### config.mk
export PLATFORM = sky130hd
export DESIGN_NAME = posc_top
export DESIGN_NICKNAME = d
export VERILOG_FILES = /design/src/design/posc_top.v /design/src/design/posc_ram_check.v
export VERILOG_INCLUDE_DIRS = /design/src /design/src/design
export SDC_FILE = /design/constraint.sdc
export NUM_CORES = 2
export LEC_CHECK = 0
export BUFFER_PORTS_ARGS = -buffer_cell sky130_fd_sc_hd__buf_2
export CAP_MARGIN = 20
export CORE_UTILIZATION = 55
export CTS_CLUSTER_SIZE = 25
export DETAILED_ROUTE_END_ITERATION = 16
export PLACE_DENSITY = 0.72
export SYNTH_ARGS = -nofsm -noshare
export SYNTH_HDL_FRONTEND = slang
export SYNTH_SLANG_ARGS = --single-unit
### constraint.sdc
create_clock -name core_clk -period 11.35 [get_ports core_clk]
set_clock_uncertainty 0.1 [all_clocks]
set_input_delay 0.5675 -clock core_clk [delete_from_list [all_inputs] [get_ports core_clk]]
set_output_delay 0.5675 -clock core_clk [all_outputs]
set_load 0.03 [all_outputs]
### src/design/posc_map.vh
// constants for the power-on self-check sequencer
`ifndef POSC_MAP_VH
`define POSC_MAP_VH
// result codes, pin 3 down to pin 0, as driven on the pins (0 lights the indicator)
`define POSC_CODE_PORT_A   4'h9
`define POSC_CODE_PORT_B   4'h6
`define POSC_CODE_RAM      4'ha
`define POSC_CODE_ROM      4'hb
`define POSC_CODE_TIMER    4'hc
`define POSC_CODE_SERIAL   4'hd
`define POSC_CODE_ADC      4'he
`define POSC_CODE_PLM      4'h1
`define POSC_CODE_INTR     4'h2
`define POSC_CODE_WDOG     4'h3
`define POSC_CODE_DARK     4'hf
// test step numbers
`define POSC_STEP_PORT     4'h0
`define POSC_STEP_RAM      4'h1
`define POSC_STEP_ROM      4'h2
`define POSC_STEP_TIMER    4'h3
`define POSC_STEP_SERIAL   4'h4
`define POSC_STEP_ADC      4'h5
`define POSC_STEP_PLM      4'h6
`define POSC_STEP_INTR     4'h7
`define POSC_STEP_WDOG     4'h8
`define POSC_STEP_LAST     4'h8
// flash timing: one flash phase in us, cycles derived at 100 MHz
`define POSC_FLASH_US      100000
`define POSC_CLK_MHZ       100
`define POSC_FLASH_CYC     (`POSC_FLASH_US * `POSC_CLK_MHZ)
// longest wait for one test answer, in cycles
`define POSC_STEP_TMO      16'hffff
`endif

### src/design/posc_top.v
// power-on self-check sequencer with result code pins
// Operation
// RULE1 - fixture holds interrupt pin at twice supply, capture input high, then resets
// RULE2 - after reset the test sequence runs automatically and repeats forever
// RULE3 - good device flashes result pins; faulty device holds one steady pattern
// RULE4 - outcome shown as a four-bit code on the low port C pins
// RULE5 - low level on a result pin lights its indicator, high leaves it dark
// RULE6 - port fault 1001 or 0110, ram fault 1010, rom fault 1011
// RULE7 - timer fault 1100, serial fault 1101, converter fault 1110
// RULE8 - modulator fault 0001, interrupt fault 0010, watchdog fault 0011
// RULE9 - fixture treats any other steady pattern as a generally bad device
// RULE10 - the port test exercises all four parallel ports a to d
// RULE11 - ram test applies a counting test to every byte
// RULE12 - rom test xors all contents and checks for odd parity of ones
// RULE13 - timer test tracks counters and checks capture, compare, overflow flags
// RULE14 - serial test transmits then checks receive, transmit and framing flags
// RULE15 - converter test converts low reference, high reference and midpoint
// RULE16 - modulator test confirms basic operation of the modulation outputs
// RULE17 - interrupt test exercises external, timer and serial interrupt sources
// RULE18 - application code should not call the built-in self-check routines
// RULE19 - result pins are outputs, driven continuously during self-check
`timescale 1ns/10ps
`default_nettype none
`include "posc_map.vh"
module posc_top #(
  parameter        ROM_AW    = 8,
  parameter        RAM_AW    = 8,
  parameter [31:0] FLASH_CYC = `POSC_FLASH_CYC
) (
  input  wire        core_clk,
  input  wire        nrst,
  input  wire        self_check_mode,
  input  wire [7:0]  port_a_in,
  input  wire [7:0]  port_b_in,
  input  wire [7:0]  port_c_in,
  input  wire [7:0]  port_d_in,
  input  wire        capture_flag_one,
  input  wire        capture_flag_two,
  input  wire        compare_flag_one,
  input  wire        compare_flag_two,
  input  wire        timer_overflow_flag,
  input  wire [15:0] free_counter,
  input  wire [15:0] alt_counter,
  input  wire        receive_full_flag,
  input  wire        transmit_empty_flag,
  input  wire        transmit_complete_flag,
  input  wire        framing_error_flag,
  input  wire [7:0]  serial_rx_data,
  input  wire        adc_done,
  input  wire [7:0]  adc_result,
  input  wire        pulse_length_modulator_a,
  input  wire        pulse_length_modulator_b,
  input  wire        ext_irq_seen,
  input  wire        timer_irq_seen,
  input  wire        serial_irq_seen,
  input  wire        watchdog_bark,
  output reg  [7:0]  port_test_out,
  output reg         serial_tx_go,
  output reg  [7:0]  serial_tx_data,
  output reg         adc_start,
  output reg  [1:0]  adc_channel,
  output reg         irq_arm,
  output reg         wdog_starve,
  output reg  [3:0]  result_code_pins,
  output reg  [3:0]  result_code_pins_oe_n,
  output reg         check_running
);
  // =====================================================================
  // step sequencer states
  // a fault parks the sequencer until the next reset, so the code stays steady
  localparam ST_IDLE  = 2'h0;
  localparam ST_RUN   = 2'h1;
  localparam ST_WAIT  = 2'h2;
  localparam ST_FAULT = 2'h3;

  reg  [1:0]  state_r;
  reg  [3:0]  step_r;
  reg  [15:0] wait_r;
  reg  [1:0]  sub_r;
  reg  [7:0]  acc_r;
  reg  [3:0]  fault_code_r;
  reg  [31:0] flash_cnt_r;
  reg         flash_ph_r;
  reg  [7:0]  rom [0:(1<<ROM_AW)-1];
  reg  [ROM_AW-1:0] rom_addr_r;
  reg         ram_go_r;
  wire        ram_done;
  wire        ram_fail;
  reg         ok_nxt;
  reg         fin_nxt;
  reg  [3:0]  code_nxt;

  // self-check firmware image, a fixed constant table with odd parity overall
  integer k;
  initial begin
    for (k = 0; k < (1<<ROM_AW); k = k + 1) begin
      rom[k] = (k == 0) ? 8'h01 : 8'h00;
    end
  end

  posc_ram_check #(
    .AW (RAM_AW)
  ) u_ram (
    .core_clk (core_clk),
    .nrst     (nrst),
    .start    (ram_go_r),
    .done     (ram_done),
    .fail     (ram_fail)
  );

  // =====================================================================
  // per-step completion and pass decision
  always @* begin
    ok_nxt   = 1'b1;
    fin_nxt  = 1'b0;
    code_nxt = `POSC_CODE_DARK;
    case (step_r)
      `POSC_STEP_PORT: begin
        fin_nxt  = (sub_r == 2'h3);
        // port d is sampled on the finishing edge, so fold it in here
        ok_nxt   = ((acc_r | (port_d_in ^ port_test_out)) == 8'h00); // RULE10
        code_nxt = flash_ph_r ? `POSC_CODE_PORT_A : `POSC_CODE_PORT_B; // RULE6
      end
      `POSC_STEP_RAM: begin
        fin_nxt  = ram_done;
        ok_nxt   = !ram_fail;
        code_nxt = `POSC_CODE_RAM; // RULE6
      end
      `POSC_STEP_ROM: begin
        fin_nxt  = &rom_addr_r;
        ok_nxt   = ^(acc_r ^ rom[rom_addr_r]); // RULE12
        code_nxt = `POSC_CODE_ROM; // RULE6
      end
      `POSC_STEP_TIMER: begin
        fin_nxt  = capture_flag_one & capture_flag_two & compare_flag_one
                 & compare_flag_two & timer_overflow_flag; // RULE13
        ok_nxt   = (free_counter != alt_counter) || (free_counter != 16'h0000);
        code_nxt = `POSC_CODE_TIMER; // RULE7
      end
      `POSC_STEP_SERIAL: begin
        fin_nxt  = receive_full_flag & transmit_empty_flag & transmit_complete_flag;
        ok_nxt   = !framing_error_flag && (serial_rx_data == serial_tx_data); // RULE14
        code_nxt = `POSC_CODE_SERIAL; // RULE7
      end
      `POSC_STEP_ADC: begin
        fin_nxt  = adc_done && (sub_r == 2'h2);
        case (sub_r)
          2'h0:    ok_nxt = (adc_result <= 8'h01);
          2'h1:    ok_nxt = (adc_result >= 8'hfe);
          default: ok_nxt = (adc_result >= 8'h7e) && (adc_result <= 8'h81); // RULE15
        endcase
        code_nxt = `POSC_CODE_ADC; // RULE7
      end
      `POSC_STEP_PLM: begin
        fin_nxt  = (acc_r == 8'h0f); // both outputs seen high and low
        code_nxt = `POSC_CODE_PLM; // RULE8
      end
      `POSC_STEP_INTR: begin
        fin_nxt  = ext_irq_seen & timer_irq_seen & serial_irq_seen; // RULE17
        code_nxt = `POSC_CODE_INTR; // RULE8
      end
      default: begin
        fin_nxt  = watchdog_bark;
        code_nxt = `POSC_CODE_WDOG; // RULE8
      end
    endcase
  end

  // =====================================================================
  // sequencer: run each step, latch first fault, repeat forever
  always @(posedge core_clk or negedge nrst) begin
    if (!nrst) begin
      state_r        <= ST_IDLE;
      step_r         <= `POSC_STEP_PORT;
      sub_r          <= 2'h0;
      acc_r          <= 8'h00;
      wait_r         <= 16'h0000;
      rom_addr_r     <= {ROM_AW{1'b0}};
      ram_go_r       <= 1'b0;
      fault_code_r   <= `POSC_CODE_DARK;
      port_test_out  <= 8'h00;
      serial_tx_go   <= 1'b0;
      serial_tx_data <= 8'h00;
      adc_start      <= 1'b0;
      adc_channel    <= 2'h0;
      irq_arm        <= 1'b0;
      wdog_starve    <= 1'b0;
      check_running  <= 1'b0;
    end else begin
      ram_go_r     <= 1'b0;
      serial_tx_go <= 1'b0;
      adc_start    <= 1'b0;
      case (state_r)
        ST_IDLE: begin
          if (self_check_mode) begin
            state_r       <= ST_RUN; // RULE2
            check_running <= 1'b1;
          end
        end
        ST_RUN: begin
          sub_r      <= 2'h0;
          acc_r      <= 8'h00;
          wait_r     <= 16'h0000;
          rom_addr_r <= {ROM_AW{1'b0}};
          irq_arm    <= (step_r == `POSC_STEP_INTR);
          wdog_starve <= (step_r == `POSC_STEP_WDOG);
          ram_go_r   <= (step_r == `POSC_STEP_RAM);
          serial_tx_go   <= (step_r == `POSC_STEP_SERIAL);
          serial_tx_data <= 8'h55 ^ {4'h0, step_r};
          adc_start   <= (step_r == `POSC_STEP_ADC);
          adc_channel <= 2'h0;
          port_test_out <= 8'haa;
          state_r <= ST_WAIT;
        end
        ST_WAIT: begin
          wait_r <= wait_r + 16'h0001;
          // per-step walking work
          case (step_r)
            `POSC_STEP_PORT: begin
              // each sub-step checks one port loops the pattern back
              case (sub_r)
                2'h0: acc_r <= acc_r | (port_a_in ^ port_test_out); // RULE10
                2'h1: acc_r <= acc_r | (port_b_in ^ port_test_out);
                2'h2: acc_r <= acc_r | (port_c_in ^ port_test_out);
                default: acc_r <= acc_r | (port_d_in ^ port_test_out);
              endcase
              sub_r <= sub_r + 2'h1;
            end
            `POSC_STEP_ROM: begin
              acc_r      <= acc_r ^ rom[rom_addr_r]; // RULE12
              rom_addr_r <= rom_addr_r + {{(ROM_AW-1){1'b0}}, 1'b1};
            end
            `POSC_STEP_ADC: begin
              if (adc_done && sub_r != 2'h2) begin
                if (!ok_nxt) begin
                  fault_code_r <= code_nxt;
                  state_r      <= ST_FAULT;
                end
                sub_r       <= sub_r + 2'h1;
                adc_channel <= sub_r + 2'h1; // low, high, midpoint
                adc_start   <= 1'b1;
              end
            end
            `POSC_STEP_PLM: begin
              acc_r <= acc_r | {4'h0, !pulse_length_modulator_b, pulse_length_modulator_b,
                                !pulse_length_modulator_a, pulse_length_modulator_a}; // RULE16
            end
            default: begin
            end
          endcase
          if (fin_nxt) begin
            if (!ok_nxt) begin
              fault_code_r <= code_nxt;
              state_r      <= ST_FAULT; // RULE3
            end else begin
              state_r <= ST_RUN;
              step_r  <= (step_r == `POSC_STEP_LAST) ? `POSC_STEP_PORT
                                                     : step_r + 4'h1; // RULE2
            end
          end else if (wait_r == `POSC_STEP_TMO) begin
            // a silent peripheral must not hang the loop with the pins flashing
            fault_code_r <= code_nxt; // no answer counts as a fault
            state_r      <= ST_FAULT;
          end
        end
        default: begin
          // fault held until the next reset
          irq_arm     <= 1'b0;
          wdog_starve <= 1'b0;
        end
      endcase
    end
  end

  // =====================================================================
  // flash divider for a good device
  // free running, so the flash rate does not depend on how long a step takes
  always @(posedge core_clk or negedge nrst) begin
    if (!nrst) begin
      flash_cnt_r <= 32'h0;
      flash_ph_r  <= 1'b0;
    end else if (flash_cnt_r >= FLASH_CYC - 32'h1) begin
      flash_cnt_r <= 32'h0;
      flash_ph_r  <= !flash_ph_r;
    end else begin
      flash_cnt_r <= flash_cnt_r + 32'h1;
    end
  end

  // =====================================================================
  // result pins: steady fault code or alternating pattern, driven while checking
  // pins float only while idle, so the fixture never reads a stale code
  always @(posedge core_clk or negedge nrst) begin
    if (!nrst) begin
      result_code_pins      <= `POSC_CODE_DARK; // RULE5
      result_code_pins_oe_n <= 4'hf;
    end else begin
      result_code_pins_oe_n <= check_running ? 4'h0 : 4'hf; // RULE19
      if (state_r == ST_FAULT) begin
        result_code_pins <= fault_code_r; // RULE3 RULE4
      end else if (check_running) begin
        result_code_pins <= flash_ph_r ? 4'h0 : 4'hf; // RULE3 RULE5
      end else begin
        result_code_pins <= `POSC_CODE_DARK;
      end
    end
  end
endmodule
`default_nettype wire

### src/design/posc_ram_check.v
// counting test over every byte of a ram array
`timescale 1ns/10ps
`default_nettype none
module posc_ram_check #(
  parameter AW = 8
) (
  input  wire          core_clk,
  input  wire          nrst,
  input  wire          start,
  output reg           done,
  output reg           fail
);
  // =====================================================================
  // memory and walker
  reg  [7:0]    mem [0:(1<<AW)-1];
  reg  [AW-1:0] addr_r;
  reg  [1:0]    phase_r;
  reg           busy_r;
  // widen first so a narrow address never selects bits it does not have
  wire [AW+7:0] addr_ext = {8'h00, addr_r};
  wire [7:0]    pattern  = addr_ext[7:0] ^ {8{phase_r[1]}};

  // phase 0 writes the address count, phase 1 reads it back,
  // phase 2 writes its complement, phase 3 reads the complement
  always @(posedge core_clk) begin
    if (busy_r && !phase_r[0]) begin
      mem[addr_r] <= pattern;
    end
  end

  always @(posedge core_clk or negedge nrst) begin
    if (!nrst) begin
      addr_r  <= {AW{1'b0}};
      phase_r <= 2'h0;
      busy_r  <= 1'b0;
      done    <= 1'b0;
      fail    <= 1'b0;
    end else begin
      done <= 1'b0;
      if (start && !busy_r) begin
        busy_r  <= 1'b1;
        addr_r  <= {AW{1'b0}};
        phase_r <= 2'h0;
        fail    <= 1'b0;
      end else if (busy_r) begin
        if (phase_r[0] && mem[addr_r] != pattern) begin
          fail <= 1'b1; // RULE11
        end
        addr_r <= addr_r + {{(AW-1){1'b0}}, 1'b1};
        if (&addr_r) begin
          phase_r <= phase_r + 2'h1;
          if (phase_r == 2'h3) begin
            busy_r <= 1'b0;
            done   <= 1'b1;
          end
        end
      end
    end
  end
endmodule
`default_nettype wire

==> metrics <==
status finished clean; Setup crit start kind register; Area growth syn-to-layout 10.7%; crit path capture type register; number of global-route vias before repair 45000; Final Max Slew Viols 0; power per cell area 160 mW/mm2; worst-case clock buffer depth 3; maxcap violations 0; Residual DRC 0; r2r setup slk 5610 ps; die width 399 um; Clock Sinks 2156; WHS Path Cells 3; worst min path class primary input to register; Largest delay share family, worst path buffers and inverters; CTS root buffer clkbuf_16; Hold Path End adc_start; initial DRC count 6181; period utilisation layout 0.505; max incr delay on CP 920 ps; # fillers 10800; TritonRoute pass-1 iters 6; final setup violation count 0; Synth cell types 96; most used cell, CP buf_4; Setup CP Type register to register; Die Ht 399 um; floorplan core area 0.156 mm2; multi-input logic area 0.0208 mm2; #FFs+latches synth 2156; fraction of layout cells with a size suffix above 1 0.214; Buf+Inv Stages, Crit Path 3; Critical Path Stages 12; drt via density 6.63; Ys Warns 0; r2r endpoint u_ram.fail; H-tree levels 4; syn_area_per_cell 19.0 um2; asr flop ratio synth 0.0501; CTS Buf Count 208; initial antenna violation count 6; Post-DP HPWL 132000 um; initial core utilization 0.555; RSZ-0062 raised after global routing false; postcts setup bufs 0; Avg WL per Cell 31.9 um; share of the synthesized area in the top cell type 0.709; Skew-Pair Late Insertion Delay 850 ps; Critical-path top delay cell dfrtp_4; Register Area 0.0642 mm2; final wirelength 222000 um; minimum clock period 5740 ps; largest net degree at the start of global routing 258; fmax 0.174 GHz; Post-Syn Area 0.0867 mm2; Synth area leader edfxtp_1; Worst EP required 11970 ps; Post-synth top cells edfxtp_1 (2048), mux4_2 (440), nor2_1 (341); top_reg_cell synth edfxtp_1; io pins 130; worst r2r src u_ram.addr_r[1]; top-count cell post-synth edfxtp_1; Final #Nets 4848; Buffers on Ports 122; Hold Fails Final Rpt 0; first-pass GRT wire length 319000 um; Core Rows 145; Static Leak 24.9 nW; routed vias 46100; setup TNS 0 ps; Slew HR 0.194; EDFF count, synth 2048; maximum fanout along the worst path 46; top cells by area, synth edfxtp_1 (71%), mux4_2 (11%), dfrtp_1 (2.9%); CTS tree built; global route overflow 0; Routed Antenna Nets 0; Post-Syn Instances 4568; DIE AREA 0.159 mm2; Worst R2R Path Depth 12; final core occ 0.614; hold_sp adc_done; crit path DAT 6360 ps; CTS clk-pin slew, worst paths 60 ps; critical-path cell list buf_4 -> buf_4 -> buf_4 -> mux4_2 -> mux4_2 -> nand2_1 -> o311ai_1 -> nor4_2 -> a21oi_1 -> a211oi_1 -> nor4b_2 -> a31oi_1; GRT Util Overall 0.281; Peak VDD IR 158 uV; fraction of the yosys area taken by sequential cells 0.740; Worst-Margin Slew 1210 ps; gpl congestion 0.878
## tightest hold or removal path, delay by kind of cell
| family | cells | cell delay, ps |
|---|---|---|
| AOI/OAI and AO/OA | 1 | 190 |
| buffers and inverters | 1 | 120 |
| and+or+nand+nor | 1 | 70 |
## state kept, by name, indices dropped and copies added, names as in the netlist, 4 cells and up
| register | cells |
|---|---|
| step_r | 4 |
| result_code_pins | 4 |
| acc_r | 8 |
| u_ram.mem | 2048 |
| serial_tx_data | 5 |
| rom_addr_r | 8 |
| u_ram.addr_r | 8 |
| fault_code_r | 4 |
| wait_r | 16 |
| flash_cnt_r | 32 |
## placed cells by master, fill, tap and decap left out, types with 91 or more instances in the layout
cell	netlist	routed
mux2i_1	208	208
nand2_1	166	166
mux4_2	440	440
nor2_1	341	338
dfrtp_1	99	91
nand3_1	91	91
clkbuf_16	0	210
buf_2	63	121
buf_4	28	102
edfxtp_1	2048	2048
## how the worst max path moves through the flow
stage / startpoint / end
global placement: u_ram.addr_r[1] / u_ram.fail
detailed placement: u_ram.addr_r[1] / u_ram.fail
floorplan: u_ram.addr_r[2] / u_ram.mem[0][2]
finish: u_ram.addr_r[1] / u_ram.fail
CTS: u_ram.addr_r[1] / u_ram.fail
global route: u_ram.addr_r[1] / u_ram.fail
## logic make-up after synthesis
group,synth area share
flops,0.740
other cells,0.0000432
xor+xnor,0.00793
buf+inv,0.0227
simple gates,0.0461
compound gates,0.0365
fa+ha+maj,0.00389
mux,0.143
## layout make-up
type / count / share of cell area
Sequential cell: 2156 / 0.669
Multi-Input combinational cell: 2079 / 0.217
Clock buffer: 254 / 0.0568
Tap cell: 2058 / 0.0268
Timing Repair Buffer: 235 / 0.0165
Clock inverter: 131 / 0.0123
Inverter: 42 / 0.00173
Antenna cell: 2 / 0.0000521
## report_power, final
group	switching, mW	total, mW	internal, mW
combinational	0.0332	0.0623	0.0291
sequential	0.00546	8.59	8.58
clock	2.98	6.74	3.77
## through the flow
stage	power (mW)	area, um2	setup slack (ps)	hold slack (ps)	instances
after floorplan	8.78	86800	1470	172	4581
after global placement	8.81	89300	5740	335	6564
after detailed placement	8.82	89300	5750	354	6564
after CTS	15.4	96000	5700	0.391	6952
after global routing	15.7	96000	5510	34.2	6955
final	15.4	96000	5610	46.8	6957
## metal layers
| layer | track usage | up-vias | part of all wire |
|---|---|---|---|
| li1 | - | 18900 | - |
| met1 | 0.391 | 23800 | 0.37 |
| met2 | 0.424 | 2923 | 0.46 |
| met3 | 0.0740 | 551 | 0.12 |
| met4 | 0.120 | 10 | 0.048 |
| met5 | 0 | - | 0.00029 |
## timing repair
action | CTS | global route
resized for setup | 0 | 0
hold buffers | 3 | 0
endpoints found under the hold margin | 34 | 0
endpoints found under the setup margin | 0 | 0
Power figures use the tool's default switching activity.
